File: config.mk
export PLATFORM = sky130hd
export DESIGN_NAME = soe_csr_top
export DESIGN_NICKNAME = d
export VERILOG_FILES = /design/src/core/soe_pkg.sv /design/src/core/soe_sync.sv /design/src/core/soe_csr_top.sv
export SDC_FILE = /design/constraint.sdc
export NUM_CORES = 1
export LEC_CHECK = 0
export BUFFER_PORTS_ARGS = -buffer_cell sky130_fd_sc_hd__buf_2
export CORE_MARGIN = 1
export CORE_UTILIZATION = 40
export DETAILED_ROUTE_END_ITERATION = 10
export GPL_TIMING_DRIVEN = 0
export PLACE_DENSITY = 0.67
export SLEW_MARGIN = 20
export SYNTH_ARGS = -nofsm -noshare
export SYNTH_HDL_FRONTEND = slang
export SYNTH_SLANG_ARGS = --single-unit
File: constraint.sdc
create_clock -name clk_i -period 3.9 [get_ports clk_i]
set_input_delay 0.78 -clock clk_i [delete_from_list [all_inputs] [get_ports clk_i]]
set_output_delay 0.78 -clock clk_i [all_outputs]
set_load 0.03 [all_outputs]
File: src/core/soe_pkg.sv
// Shared constants for the event input configuration and status word.
package soe_pkg;
  // ==========================================================================
  // Register map
  // ==========================================================================
  localparam int SOE_ADDR_W = 8;
  localparam logic [7:0] SOE_CSR_ADDR = 8'h0D;
  localparam logic [15:0] SOE_CSR_RESET = 16'h0000;
  localparam logic [15:0] SOE_CSR_WR_MASK = 16'h3543;
  // ==========================================================================
  // Bit positions
  // ==========================================================================
  localparam int SOE_B_CONFIGURED = 0;
  localparam int SOE_B_FORCE_ERR = 1;
  localparam int SOE_B_FUSE_EN = 6;
  localparam int SOE_B_FUSE_ST = 7;
  localparam int SOE_B_CONTACT_EN = 8;
  localparam int SOE_B_AUX_ST = 9;
  localparam int SOE_B_GF_ATTN_EN = 10;
  localparam int SOE_B_GF_ST = 11;
  localparam int SOE_B_CHAT_DIS = 12;
  localparam int SOE_B_CHAT_MODE = 13;
  localparam int SOE_B_CLK_SYNC = 14;
  // ==========================================================================
  // Chatter timing
  // ==========================================================================
  localparam int SOE_CLK_HZ = 50_000_000;
  localparam int SOE_CHAT_WIN_MS = 100;
  localparam int SOE_CHAT_WIN_CYC = (SOE_CLK_HZ / 1000) * SOE_CHAT_WIN_MS;
  localparam logic [2:0] SOE_CHAT_BURST = 3'd4;
  localparam logic [2:0] SOE_CHAT_RATE = 3'd2;
endpackage : soe_pkg

File: src/core/soe_sync.sv
// Two-flop synchroniser for field-side level signals.
`timescale 1ns/1ps
module soe_sync #(
  parameter int WIDTH = 1
) (
  input wire logic clk_i,
  input wire logic rstn_i,
  input wire logic [WIDTH-1:0] async_i,
  output logic [WIDTH-1:0] sync_o
);
  logic [WIDTH-1:0] meta_reg;
  logic [WIDTH-1:0] sync_reg;

  always_ff @(posedge clk_i or negedge rstn_i) begin
    if (!rstn_i) begin
      meta_reg <= '0;
      sync_reg <= '0;
    end else begin
      meta_reg <= async_i;
      sync_reg <= meta_reg;
    end
  end

  assign sync_o = sync_reg;
endmodule : soe_sync

File: src/core/soe_csr_top.sv
// Configuration/status word, field status gating and chatter flagging.
`timescale 1ns/1ps
module soe_csr_top
  import soe_pkg::*;
#(
  parameter int NUM_CH = 16,
  parameter int WIN_CYC = SOE_CHAT_WIN_CYC
) (
  input wire logic clk_i,
  input wire logic rstn_i,
  input wire logic [SOE_ADDR_W-1:0] addr_i,
  input wire logic wr_i,
  input wire logic rd_i,
  input wire logic [15:0] wdata_i,
  output logic [15:0] rdata_o,
  output logic rdata_valid_o,
  input wire logic fuse_blown_i,
  input wire logic aux_fail_i,
  input wire logic gnd_fault_i,
  input wire logic clk_synced_i,
  input wire logic [NUM_CH-1:0] chan_i,
  input wire logic event_read_i,
  output logic operational_o,
  output logic internal_error_o,
  output logic attention_o,
  output logic gf_sense_en_o,
  output logic [NUM_CH-1:0] chatter_o
);
  // ==========================================================================
  // Field input synchronisation
  // ==========================================================================
  logic [NUM_CH+3:0] field_s;
  logic fuse_s, aux_s, gf_s, sync_s;
  logic [NUM_CH-1:0] chan_s;

  soe_sync #(.WIDTH(NUM_CH + 4)) u_sync (
    .clk_i(clk_i),
    .rstn_i(rstn_i),
    .async_i({chan_i, clk_synced_i, gnd_fault_i, aux_fail_i, fuse_blown_i}),
    .sync_o(field_s)
  );
  assign fuse_s = field_s[0];
  assign aux_s = field_s[1];
  assign gf_s = field_s[2];
  assign sync_s = field_s[3];
  assign chan_s = field_s[NUM_CH+3:4];

  function automatic logic [2:0] sat_inc(input logic [2:0] v, input logic inc);
    sat_inc = (inc && v != 3'd7) ? 3'(v + 3'd1) : v;
  endfunction : sat_inc

  // ==========================================================================
  // Register access
  // ==========================================================================
  logic hit;
  logic [15:0] cfg_reg, cfg_next;
  logic [15:0] rdata_next, status_word;
  logic rdv_next, oper_next, ierr_next, attn_next, gfen_next;
  logic fuse_st, aux_st, gf_st;

  assign hit = (addr_i == SOE_CSR_ADDR);

  always_comb begin
    cfg_next = cfg_reg;
    // Unused positions are dropped, so a careless write cannot set them.
    if (wr_i && hit) begin
      cfg_next = wdata_i & SOE_CSR_WR_MASK;
    end
    fuse_st = cfg_reg[SOE_B_FUSE_EN] & fuse_s;
    aux_st = cfg_reg[SOE_B_CONTACT_EN] & aux_s;
    gf_st = cfg_reg[SOE_B_CONTACT_EN] & gf_s;
    status_word = cfg_reg;
    status_word[SOE_B_FUSE_ST] = fuse_st;
    status_word[SOE_B_AUX_ST] = aux_st;
    status_word[SOE_B_GF_ST] = gf_st;
    status_word[SOE_B_CLK_SYNC] = sync_s;
    status_word[15] = 1'b0;
    rdv_next = rd_i;
    // Other addresses belong to neighbouring blocks; this one answers zero.
    rdata_next = (rd_i && hit) ? status_word : 16'h0000;
    oper_next = cfg_next[SOE_B_CONFIGURED];
    ierr_next = cfg_next[SOE_B_FORCE_ERR];
    gfen_next = cfg_next[SOE_B_CONTACT_EN];
    attn_next = cfg_reg[SOE_B_CONFIGURED] & (fuse_st | aux_st
                | (gf_st & cfg_reg[SOE_B_GF_ATTN_EN]));
  end

  always_ff @(posedge clk_i or negedge rstn_i) begin
    if (!rstn_i) begin
      cfg_reg <= SOE_CSR_RESET;
      rdata_o <= 16'h0000;
      rdata_valid_o <= 1'b0;
      operational_o <= 1'b0;
      internal_error_o <= 1'b0;
      attention_o <= 1'b0;
      gf_sense_en_o <= 1'b0;
    end else begin
      cfg_reg <= cfg_next;
      rdata_o <= rdata_next;
      rdata_valid_o <= rdv_next;
      operational_o <= oper_next;
      internal_error_o <= ierr_next;
      attention_o <= attn_next;
      gf_sense_en_o <= gfen_next;
    end
  end

  // ==========================================================================
  // Chatter detection
  // ==========================================================================
  // The window is a free-running frame, not a sliding one, so two changes
  // straddling a frame edge can escape; this keeps one counter for all inputs.
  logic [31:0] win_reg, win_next;
  logic win_end;
  logic [NUM_CH-1:0] prev_reg, prev_next, chat_reg, chat_next;
  logic [2:0] cnt_reg [NUM_CH], cnt_next [NUM_CH];

  always_comb begin
    logic clr;
    logic [2:0] c;
    clr = 1'b0;
    c = 3'd0;
    win_end = (win_reg == 32'(WIN_CYC - 1));
    win_next = win_end ? 32'd0 : 32'(win_reg + 32'd1);
    prev_next = chan_s;
    for (int i = 0; i < NUM_CH; i++) begin
      clr = cfg_reg[SOE_B_CHAT_MODE] ? event_read_i : win_end;
      c = sat_inc(clr ? 3'd0 : cnt_reg[i], chan_s[i] ^ prev_reg[i]);
      cnt_next[i] = c;
      chat_next[i] = chat_reg[i] & ~event_read_i;
      // In mode zero a change in the read cycle still flags: the set wins.
      // Only a fresh change sets a flag, so a read clears it even while the count stands.
      if (cfg_reg[SOE_B_CONFIGURED] && !cfg_reg[SOE_B_CHAT_DIS] &&
          (chan_s[i] ^ prev_reg[i]) &&
          (cfg_reg[SOE_B_CHAT_MODE] ? c >= SOE_CHAT_BURST : c >= SOE_CHAT_RATE)) begin
        chat_next[i] = 1'b1;
      end
    end
  end

  always_ff @(posedge clk_i or negedge rstn_i) begin
    if (!rstn_i) begin
      win_reg <= 32'd0;
      prev_reg <= '0;
      chat_reg <= '0;
      for (int i = 0; i < NUM_CH; i++) begin
        cnt_reg[i] <= 3'd0;
      end
    end else begin
      win_reg <= win_next;
      prev_reg <= prev_next;
      chat_reg <= chat_next;
      for (int i = 0; i < NUM_CH; i++) begin
        cnt_reg[i] <= cnt_next[i];
      end
    end
  end

  assign chatter_o = chat_reg;
endmodule : soe_csr_top

Word level (Yosys, flattened, before mapping)
Index checks and enable logic that the tools add are counted.
{ "classes": {"n_reduce_logical": 52, "n_bitwise": 40, "n_addsub": 17, "order_cmp": 32, "muxes": 68, "n_eq_ne": 18} }
{ "ops": {"columns": ["op", "n"], "rows": [
  ["$mux 3", 32],
  ["$logic_and 1x1->1", 51],
  ["$add 3x1->3 const B", 16],
  ["$ge 3x2->1 const B", 16],
  ["$ge 3x3->1 const B", 16],
  ["$ne 3x3->1 const B", 16],
  ["$mux 1", 33],
  ["$add 32x1->32 const B", 1],
  ["$eq 32x23->1 const B", 1],
  ["$mux 32", 1],
  ["$and 1x1->1", 21],
  ["$xor 1x1->1", 16],
  ["$mux 15", 1],
  ["$mux 9", 1],
  ["$eq 8x4->1 const B", 1],
  ["$or 1x1->1", 2],
  ["$logic_not 1->1", 1],
  ["$not 1->1", 1]
]} }
{ "word_totals": {"ff_bits": 179, "output_inout_bits": 37, "input_bits": 49} }

Longest topological paths before layout
Gate-level depths: netlist of run 1.
{ "depth": {"ltp_word": 10, "depth_mapped": 13, "depth_no_buf": 11} }

Modules after synthesis
Synthesis of run 1 repeated with hierarchy kept, for this count alone.
{ "unflattened": {"hier_cells": 615, "area_unflattened_um2": 7467.2} }
{ "by_module_without_submodules": {"columns": ["module", "n_inst", "area_per_inst_um2", "cells_each", "seq_area_each_um2"], "rows": [
  ["soe_csr_top", 1, 6466.2, 575, 3303.2],
  ["soe_sync", 1, 1001.0, 40, 1001.0]
]} }

Least setup slack after synthesis of run 1
Ideal clock, no wire load.
{ "synth_path": {"path_kind": "reg2reg", "start": "reg win_reg[15]", "end": "reg chat_reg[0] (netlist: chatter_o[0])", "slack_ns": 0.830, "setup_time_ns": 0.101, "stages_incl_launch_ff": 13, "n_path_buf": 2, "arrival_time_ns": 2.969, "t_required_ns": 3.799, "cell_sequence": "dfrtp_1 or4b_4 nor4_4 a31oi_2 buf_6 buf_2 and2_1 ha_1 ha_1 nor2_1 mux2i_1 a21oi_1 o32ai_1"} }
{ "synth_between": {"elab_chain_len": 10} }
{ "synth_lines": {"columns": ["element", "line", "text"], "rows": [
  ["from (decl)", "soe_csr_top.sv:113", "logic [31:0] win_reg, win_next;"],
  ["from (signal assigned)", "soe_csr_top.sv:150", "win_reg <= win_next;"],
  ["$eq 32x23->1 (*)", "soe_csr_top.sv:123", "win_end = (win_reg == 32'(WIN_CYC - 1));"],
  ["$mux 1 (*)", "soe_csr_top.sv:127", "clr = cfg_reg[SOE_B_CHAT_MODE] ? event_read_i : win_end;"],
  ["$mux 3 (*)", "soe_csr_top.sv:128", "c = sat_inc(clr ? 3'd0 : cnt_reg[i], chan_s[i] ^ prev_reg[i]);"],
  ["parallel branches: the longest is 2 deep, another holds $add 3x1->3", null, null],
  ["$mux 3 (*)", "soe_csr_top.sv:49", "sat_inc = (inc && v != 3'd7) ? 3'(v + 3'd1) : v;"],
  ["$ge 3x2->1 or $ge 3x3->1 (tied branches)", "soe_csr_top.sv:135", "(cfg_reg[SOE_B_CHAT_MODE] ? c >= SOE_CHAT_BURST : c >= SOE_CHAT_RATE)) begin"],
  ["$mux 1 (*)", "soe_csr_top.sv:135", null],
  ["$logic_and 1x1->1 (*)", "soe_csr_top.sv:134", "(chan_s[i] ^ prev_reg[i]) &&"],
  ["$mux 1 (*)", "soe_csr_top.sv:133", "if (cfg_reg[SOE_B_CONFIGURED] && !cfg_reg[SOE_B_CHAT_DIS] &&"],
  ["named net chat_next[0]", "soe_csr_top.sv:115", "logic [NUM_CH-1:0] prev_reg, prev_next, chat_reg, chat_next;"],
  ["to (signal assigned)", "soe_csr_top.sv:152", "chat_reg <= chat_next;"],
  ["to (decl)", "soe_csr_top.sv:115", null]
]} }
Mark *: on every way through the listed nets, which the timed path passes.
A chain may end at the register's enable or synchronous reset.

Final worst setup path of run 1
{ "layout_path": {"start": "reg win_reg[15]", "end": "reg chat_reg[8] (netlist: chatter_o[8])"} }
Same word-level chain as after synthesis.

==> flow_summary.ini, run 1 <==
[drt]
drc = 8
vias_per_cell = 4.896
drtAntennaViolNets = 0
dr_total_vias = 4676
post_drt_wl_per_cell_um = 14.44
wl_um = 13790
drtIter0Drc = 254
first_pass_iters = 7

[clock_tree]
h-tree-depth = 4
clk_latency_ns = 0.43
cts_root_buffer = clkbuf_16
cts_made_buffers = 17
cts_buffer_depth = 2
cts_hold_buf = 0
post_cts_buffers = 0
cts_tree = built
clkSinkCount = 172
clk_pin_slew_worst_paths_ns = 0.07
post_cts_resized = 0

[pwr]
leakage_uw = 0.004080
p_seq_share_pct = 40.6
p_int_uw = 3780
comb_power_share_pct = 30.2
swShare_pct = 31.20
power_density_nw_per_um2 = 630.2
clkPwrFrac_pct = 29.2
ir_drop_mv = 0.3090
p_switching_uw = 1714
p_total_uw = 5494

[placement]
io_buffer_count = 70
globalplace.congestion = 0.7818
hpwl_um = 9197
pre_cts_ws_ns = 0.4339

[layout]
diodes = 0
nets = 795
layout-drive-gt1-share_pct = 21.63
finish.utilization_pct = 48.04
area_delta_synth_final_pct = 16.66
fillers = 1634
largest_register_ffs = 48

[timing]
min_period_ns = 3.435
tns_ns = 0
rsz0062_at_grt = no
hold_viol_final = 0
period_share_pct = 88.09
setup_viol = 0
relSlewSlack_pct = 43.19
clock_skew_ns = 0.009144
worst_slack_ns = 0.4647
fmax_mhz = 291.1
worst_slew_pin_slew_ns = 0.8481
drv_slew = 0

[grt]
globalRouteTotalUtil_pct = 15.59
grt_pass1_wl_um = 23700
grt_pass1_vias = 4822
grt_max_degree = 101
antenna_found_initial = 0
grt.overflow.total = 0

[logic_synthesis]
synthTopCellsByArea = dfrtp_1 58%, mux2_2 5.9%, ha_1 5.5%, and2_1 4.1%, xnor2_1 4.1%
yosysWarnings = 0
ys_ff_latch = 172
synth_top_cell_by_area = dfrtp_1
synthCells = 619
ys_types = 41
seq_area_frac_synth_pct = 57.59
syn_area_per_cell_um2 = 12.07
synth_top_area_share_pct = 57.59
synth_area_um2 = 7473

[floorplan]
rows = 49
dieArea_um2 = 19230
die_y_um = 138.7
core_um2 = 18150
start_util_pct = 41.18
io_pins = 86
die_x_um = 138.7

[worst_setup_path]
crit_required_ns = 4.22
worstPathArrival_ns = 3.75
crit_path_start_kind = flop
worstRegToRegCells = 12
critPathKind = reg2reg
cp-end-kind = flop
cp_max_fo = 10
reg2reg_slack_ns = 0.46

[status]
violations = design-rule violations
status = finished with violations

[min_path]
worstHoldPathType = in2async

[job]
maxCapViolations = 0
-- cell usage after synthesis (all sizes together) --
master	count
nand2	32
o21ai	2
mux2i	16
and2	54
nor2	62
nor3	2
nor4b	1
a22oi	1
nor2b	3
nand4	9
and3	12
or4b	2
a31oi	4
nor4	6
xnor2	35
a21o	1
inv	17
nand2b	1
buf	9
nor4bb	1
dfrtp	172
and4	6
a21oi	32
clkbuf	11
conb	1
ha	33
xor2	25
o32ai	16
nand3	11
mux2	39
or4	1
nand4b	1
clkinv	1
-- layout make-up --
class                           instances  area [um2]  area share, %
Inverter                               18       67.56         0.7750
Clock buffer                           18       429.2          4.923
Clock inverter                         14       126.4          1.449
Timing Repair Buffer                   71       387.9          4.449
Sequential cell                       172        4304          49.37
Buffer                                 20       113.9          1.306
Tap cell                              229       286.5          3.286
Multi-Input combinational cell        413        3003          34.44
-- critical path: stages (launching register included) --
cell     delay (ns)
dfrtp_1        0.43
or4b_4         0.58
nor4_4         0.31
a31oi_2        0.16
buf_6          0.18
buf_2          0.19
and2_1         0.20
ha_1           0.19
ha_1           0.19
nor2_1         0.33
mux2i_1        0.24
a21oi_1        0.07
o32ai_1        0.26
-- power by group through the flow --
stage / registers (uW) / clock network [uW] / logic [uW]
global route: 2270 / 1730 / 1910
finish: 2230 / 1610 / 1660
floorplan: 2260 / 0 / 1300
CTS: 2230 / 1650 / 1680
global placement: 2260 / 0 / 1580
detailed placement: 2260 / 0 / 1660
-- per-stage QoR --
stage	hold slack [ns]	instances	instance area (um2)
after global placement	0.3320	922	8125
after floorplan	0.3312	623	7488
after detailed placement	0.3347	923	8163
final	0.3283	955	8718
after CTS	0.3354	955	8718
after global routing	0.3556	955	8718
-- cells in the final DEF, fill, tap and decap left out, drive strengths merged, types with 29 or more instances in the layout --
| cell type | instances |
|---|---|
| nand2 | 32 |
| mux2 | 39 |
| clkbuf | 29 |
| and2 | 54 |
| nor2 | 62 |
| dfrtp | 172 |
| buf | 80 |
| a21oi | 32 |
| ha | 33 |
| xnor2 | 35 |
-- cell families (layout without fill, tap and decap cells) --
group	count (synthesis)	count (layout)	share of synthesized area (%)
multiplexers	55	55	8.019
XOR/XNOR	60	60	7.032
buffers and inverters	38	141	2.427
flip-flops	172	172	57.59
AND/OR/NAND/NOR	204	204	14.58
AO/OA/AOI/OAI	56	56	4.771
other	1	5	0.05018
adder cells (fa/ha/maj)	33	33	5.525
-- path summary, 6_finish.rpt --
| path | from | endpoint |
|---|---|---|
| worst max-delay path | win_reg[15] | chatter_o[8] |
| worst min-delay path | rstn_i | u_sync.sync_o[18] |
| worst max register to register | win_reg[15] | chatter_o[8] |
| worst min register to register | u_sync.meta_reg[17] | u_sync.sync_o[17] |
| max in group asynchronous | rstn_i | prev_reg[8] |
| min in group clk_i | u_sync.meta_reg[17] | u_sync.sync_o[17] |
-- metal layers --
layer	wire [um]	GRT usage, %
met1	6597	20.63
met2	6623	25.46
met4	119	4.035
met5	0	0
met3	447	4.144
Note: power is estimated with default switching activity, not from simulation.
==> inputs of run 2 (changes only) <==
--- a/config.mk
+++ b/config.mk
@@ -5,7 +5,7 @@
 export SDC_FILE = /design/constraint.sdc
 export NUM_CORES = 1
 export LEC_CHECK = 0
-export BUFFER_PORTS_ARGS = -buffer_cell sky130_fd_sc_hd__buf_2
+export BUFFER_PORTS_ARGS = -buffer_cell sky130_fd_sc_hd__buf_4
 export CORE_MARGIN = 1
 export CORE_UTILIZATION = 40
 export DETAILED_ROUTE_END_ITERATION = 10
==> run 2 against run 1 <==
  * The run still ends with design-rule violations left
  * Largest cell class unchanged
  * Clock-buffer cell count fell by 1
  * Critical path depth stayed put
  * Wire length increased by 7.0%
  * Sequential share of layout area fell by 1.1 points
  * Sequential power about the same
  * Maximum frequency decreased by 2.4%
  * Register-to-register slack worse by 0.08 ns
  * Utilization grew 1.0 points
  * Hold slack got worse by 0.0024 ns
  * Highest routed layer is now met5
==> flow_summary.ini, run 2 (same netlist as run 1, synthesis figures left out) <==
[grt]
grt_pass1_vias = 5216
grt.overflow.total = 0
antenna_found_initial = 1
globalRouteTotalUtil_pct = 16.47
grt_max_degree = 90
grt_pass1_wl_um = 24980

[drt]
drc = 5
drtIter0Drc = 257
first_pass_iters = 8
post_drt_wl_per_cell_um = 15.47
drtAntennaViolNets = 0
dr_total_vias = 4900
vias_per_cell = 5.136
wl_um = 14760

[timing]
fmax_mhz = 284.1
tns_ns = 0
relSlewSlack_pct = 36.65
rsz0062_at_grt = no
worst_slew_pin_slew_ns = 0.9458
drv_slew = 0
setup_viol = 0
hold_viol_final = 0
clock_skew_ns = 0.009517
worst_slack_ns = 0.3797
holdWs_ns = 0.3259
period_share_pct = 90.26
min_period_ns = 3.520

[layout]
register_area_um2 = 4304
nets = 795
final_area_um2 = 8909
area_delta_synth_final_pct = 19.20
final_cell_mix = 172 x dfrtp_1, 74 x buf_4, 62 x nor2_1
diodes = 0
largest_register_ffs = 48
multiInputGateArea_um2 = 3003
layout-drive-gt1-share_pct = 21.66
fillers = 1603
layout_commonest_cell = dfrtp_1

[pwr]
p_total_uw = 5623
power_density_nw_per_um2 = 631.2
ir_drop_mv = 0.3714
leakage_uw = 0.004119

[floorplan]
die_x_um = 138.7
core_um2 = 18150
start_util_pct = 41.18
io_pins = 86
die_y_um = 138.7
rows = 49
dieArea_um2 = 19230

[job]
maxCapViolations = 0

[worst_setup_path]
crit_required_ns = 4.22
cp_max_fo = 10
cpMaxStageDelayCell = or4b_4
critPathKind = reg2reg
worstRegToRegCells = 12
cpPeakStageDelay_ns = 0.59
regToRegStartpoint = win_reg[15]
crit_path_start_kind = flop
cp-end-kind = flop
reg2reg_slack_ns = 0.38
worstPathArrival_ns = 3.84
crit_path_cell_trace = or4b_4 -> nor4_4 -> a31oi_2 -> buf_6 -> buf_2 -> and2_1 -> ha_1 -> ha_1 -> nor2_1 -> mux2i_1 -> a21oi_1 -> o32ai_1
crit_top_cell = ha_1
r2r-end = chatter_o[0]

[clock_tree]
cts_tree = built
cts_buffer_depth = 2
post_cts_resized = 0
h-tree-depth = 4
clkSinkCount = 172
cts_root_buffer = clkbuf_16
clk_latency_ns = 0.43
cts_hold_buf = 0
clk_pin_slew_worst_paths_ns = 0.07
cts_made_buffers = 17
post_cts_buffers = 0

[status]
violations = design-rule violations
status = finished with violations

[placement]
placed_area_um2 = 8335
globalplace.congestion = 0.8224
io_buffer_count = 70
hpwl_um = 10160
pre_cts_ws_ns = 0.3805

[min_path]
worstHoldPathType = in2async
==> run 2: per-stage QoR <==
| stage | instances | util [%] |
|---|---|---|
| 2_1_floorplan | 623 | - |
| 3_3_place_gp | 922 | 45.74 |
| 3_5_place_dp | 923 | 45.93 |
| 4_1_cts | 954 | 49.09 |
| 5_1_grt | 954 | 49.09 |
| 6_report | 954 | 49.09 |
==> run 2: layer usage <==
layer	track usage (%)	vias to the layer above	share of wire, %
met3	4.282	28	4.5
met2	28.96	93	51
met1	19.29	2466	43
met4	6.316	2	1.7
li1	-	2311	-
met5	0	-	0.088
==> run 2: how the worst max path moves through the flow <==
stage	start	endpoint	slack (ns)	cells after the start
after global routing	win_reg[15]	chatter_o[8]	0.17	12
after CTS	win_reg[15]	chatter_o[1]	0.35	12
after global placement	win_reg[15]	chatter_o[0]	0.49	12
final	win_reg[15]	chatter_o[0]	0.38	12
after detailed placement	win_reg[15]	chatter_o[0]	0.38	12
after floorplan	win_reg[15]	chatter_o[0]	0.83	12
==> run 2: report_power, final <==
group | leakage, uW | internal, uW | total, uW | switching, uW
Combinational | 0.00169 | 861 | 1710 | 845
Sequential | 0.00215 | 2100 | 2250 | 148
Clock | 0.000279 | 904 | 1670 | 768
==> run 2: worst max-delay path, delay by kind of cell (launching register included) <==
family	cells	cell delay (ns)
multiplexers	1	0.24
AND/OR/NAND/NOR	4	1.48
buffers and inverters	2	0.38
adder cells (fa/ha/maj)	2	0.38
AO/OA/AOI/OAI	3	0.50
flip-flops	1	0.44
==> run 2: final cells by class <==
| class | count | share of cell area [%] |
|---|---|---|
| buffer | 20 | 1.278 |
| clock buffer | 17 | 4.775 |
| clock inverter | 14 | 1.657 |
| inverter | 18 | 0.7584 |
| multi-input combinational | 413 | 33.71 |
| sequential | 172 | 48.31 |
| tap | 229 | 3.216 |
| timing repair buffer | 71 | 6.292 |
==> inputs of run 3 (changes only) <==
--- a/config.mk
+++ b/config.mk
@@ -5,13 +5,13 @@
 export SDC_FILE = /design/constraint.sdc
 export NUM_CORES = 1
 export LEC_CHECK = 0
+export ABC_AREA = 1
 export BUFFER_PORTS_ARGS = -buffer_cell sky130_fd_sc_hd__buf_4
 export CORE_MARGIN = 1
 export CORE_UTILIZATION = 40
 export DETAILED_ROUTE_END_ITERATION = 10
 export GPL_TIMING_DRIVEN = 0
 export PLACE_DENSITY = 0.67
-export SLEW_MARGIN = 20
 export SYNTH_ARGS = -nofsm -noshare
 export SYNTH_HDL_FRONTEND = slang
 export SYNTH_SLANG_ARGS = --single-unit
==> constraint.sdc (replaced) <==
create_clock -name clk_i -period 3.85 [get_ports clk_i]
set_input_delay 0.77 -clock clk_i [delete_from_list [all_inputs] [get_ports clk_i]]
set_output_delay 0.77 -clock clk_i [all_outputs]
set_load 0.03 [all_outputs]
==> run 3 against run 2 <==
  * Maximum frequency is 15% higher
  * The flow now finishes without violations
  * Largest cell class unchanged
  * Utilization is 0.67 points lower
  * Combinational power is 8% lower
==> flow_summary.ini, run 3 <==
[drt]
drtIter0Drc = 282
drtAntennaViolNets = 0
post_drt_wl_per_cell_um = 12.16
vias_per_cell = 4.453
drc = 0
first_pass_iters = 5
wl_um = 14510
dr_total_vias = 5317

[pwr]
swShare_pct = 31.21
p_switching_uw = 1706
comb_power_share_pct = 28.8
clkPwrFrac_pct = 30.4
p_int_uw = 3761
leakage_uw = 0.004924
power_density_nw_per_um2 = 578.2
p_seq_share_pct = 40.7
ir_drop_mv = 0.3594

[layout]
final_area_um2 = 9455
final_cell_mix = 172 x dfrtp_1, 151 x nand2_1, 127 x inv_1
nets = 998
layout_commonest_cell = dfrtp_1
fin_cells = 1194
diodes = 0
fillers = 1876
layout-drive-gt1-share_pct = 23.14
area_delta_synth_final_pct = 18.65
finish.utilization_pct = 48.42
largest_register_ffs = 48

[logic_synthesis]
ys_ff_latch = 172
synth_most_common_cell = dfrtp_1
ys_types = 34
synth_top_cell_by_area = dfrtp_1
yosys-top-cells-count = 172 x dfrtp_1, 151 x nand2_1, 127 x inv_1
synthCells = 821
synth-async-reset-ratio_pct = 100.0
yosysWarnings = 0
syn_area_per_cell_um2 = 9.706
synth_top_area_share_pct = 54.01
synthFlopType = dfrtp_1
synth_edf_count = 0
synth_area_um2 = 7969
seq_area_frac_synth_pct = 54.01
synthTopCellsByArea = dfrtp_1 54%, nand2_1 7.1%, inv_1 6.0%, ha_1 5.2%, nand3_2 4.1%

[grt]
met2_usage_pct = 26.06
grt.overflow.total = 0
grtUsageMet3_pct = 5.533
antenna_found_initial = 0
grt_pass1_vias = 5357
grt_max_degree = 115
grt_pass1_wl_um = 25010
globalRouteTotalUtil_pct = 16.03
busiest_layer = met2
grt_use_met1_pct = 19.83

[timing]
relSlewSlack_pct = 37.27
setup_viol = 0
rsz0062_at_grt = no
worst_slew_pin_slew_ns = 0.9324
period_share_pct = 79.65
fmax_mhz = 326.1
clock_skew_ns = 0.009122
tns_ns = 0
drv_slew = 0
min_period_ns = 3.067
hold_viol_final = 0

[floorplan]
core_um2 = 19530
die_x_um = 143.1
dieArea_um2 = 20490
start_util_pct = 40.81
die_y_um = 143.1
rows = 51
io_pins = 86

[placement]
place_inst = 1162
io_buffer_count = 71
placed_area_um2 = 8884
globalplace.congestion = 0.8810
hpwl_um = 10060

[clock_tree]
cts_buffer_depth = 2
h-tree-depth = 4
post_cts_resized = 0
cts_hold_buf = 0
cts_root_buffer = clkbuf_16
cts_made_buffers = 17
cts_tree = built
clkSinkCount = 172
clk_latency_ns = 0.43
post_cts_buffers = 0
clk_pin_slew_worst_paths_ns = 0.07

[worst_setup_path]
cpMaxStageDelayCell = dfrtp_1
cp_num_buf_inv = 3
crit_required_ns = 4.16
cp_max_fo = 10
crit_path_cell_trace = ha_1 -> nand3_2 -> inv_2 -> nand3_1 -> nor2_2 -> nand3_4 -> nand2_2 -> buf_6 -> nor2_1 -> ha_1 -> ha_1 -> nor2_1 -> inv_1 -> or2_2 -> nand3_1 -> nand2_1 -> nand2_1 -> nand2_1
crit_family = simple AND/OR/NAND/NOR gates
cpPeakStageDelay_ns = 0.38
critPathKind = reg2reg
worstPathArrival_ns = 3.38
crit_path_start_kind = flop
cp-end-kind = flop

[min_path]
worstHoldPathType = in2async

[job]
maxCapViolations = 0

[status]
status = completed
[run 3: changes by cell type after synthesis, sizes merged, moves of 29 or more]
cell	delta
nor2	+35
nand3	+48
inv	+117
nand2	+127
or2	+32
mux2	-32
and2	-54
a21oi	-29
[run 3: layer usage]
metal  up-vias  routed length [um]
met5         -                   0
met4         0                 170
met3        14                 932
met2        98                6747
met1      2503                6664
li1       2702                   -
[run 3: path summary, 6_finish.rpt]
check,startpoint,end,slack (ns),cells after the start
max reg2reg,win_reg[0],chatter_o[7],0.78,18
min,rstn_i,u_sync.sync_o[6],0.28,1
max in group asynchronous,rstn_i,prev_reg[14],2.66,2
min in group clk_i,u_sync.meta_reg[18],u_sync.sync_o[18],0.35,0
max,win_reg[0],chatter_o[7],0.78,18
min reg2reg,u_sync.meta_reg[18],u_sync.sync_o[18],0.35,0
[run 3: worst reg2reg max path, delay by kind of cell (launching register included)]
family	cells	cell delay, ns
buffers and inverters	3	0.39
and+or+nand+nor	12	1.60
adders and majority gates	3	0.58
DFF	1	0.38
[run 3: area by class of cell]
class | count | area [um2] | area share (%)
Buffer | 16 | 108.9 | 1.151
Clock buffer | 21 | 460.4 | 4.870
Sequential cell | 172 | 4304 | 45.52
Multi-Input combinational cell | 502 | 3064 | 32.41
Timing Repair Buffer | 72 | 568.0 | 6.008
Inverter | 135 | 506.7 | 5.359
Clock inverter | 11 | 111.4 | 1.178
Tap cell | 265 | 331.6 | 3.507
[run 3: cells by family (layout without fill, tap and decap cells)]
| group | count (synthesis) | after routing | share of synthesized area, % |
|---|---|---|---|
| other | 1 | 5 | 0.04706 |
| AOI/OAI and AO/OA | 25 | 25 | 2.135 |
| muxes | 7 | 7 | 0.9892 |
| and+or+nand+nor | 377 | 377 | 23.87 |
| xor gates and xnor gates | 55 | 55 | 6.045 |
| adders and majority gates | 33 | 33 | 5.181 |
| DFF | 172 | 172 | 54.01 |
| buffers and inverters | 151 | 255 | 7.725 |
[run 3: per-stage QoR]
| step | power (uW) | hold slack (ns) | setup WS [ns] |
|---|---|---|---|
| 2_1_floorplan | 3499 | 0.3312 | 1.243 |
| 3_3_place_gp | 3780 | 0.3326 | 0.7810 |
| 3_5_place_dp | 3856 | 0.3347 | 0.7625 |
| 4_1_cts | 5550 | 0.2862 | 0.7493 |
| 5_1_grt | 5919 | 0.3022 | 0.5123 |
| 6_report | 5467 | 0.2838 | 0.7833 |
[run 3: power groups by stage]
stage / clock network, uW / registers, uW / logic [uW]
floorplan: 0 / 2270 / 1230
global placement: 0 / 2250 / 1530
detailed placement: 0 / 2260 / 1590
CTS: 1710 / 2230 / 1610
global route: 1790 / 2250 / 1880
finish: 1660 / 2230 / 1580
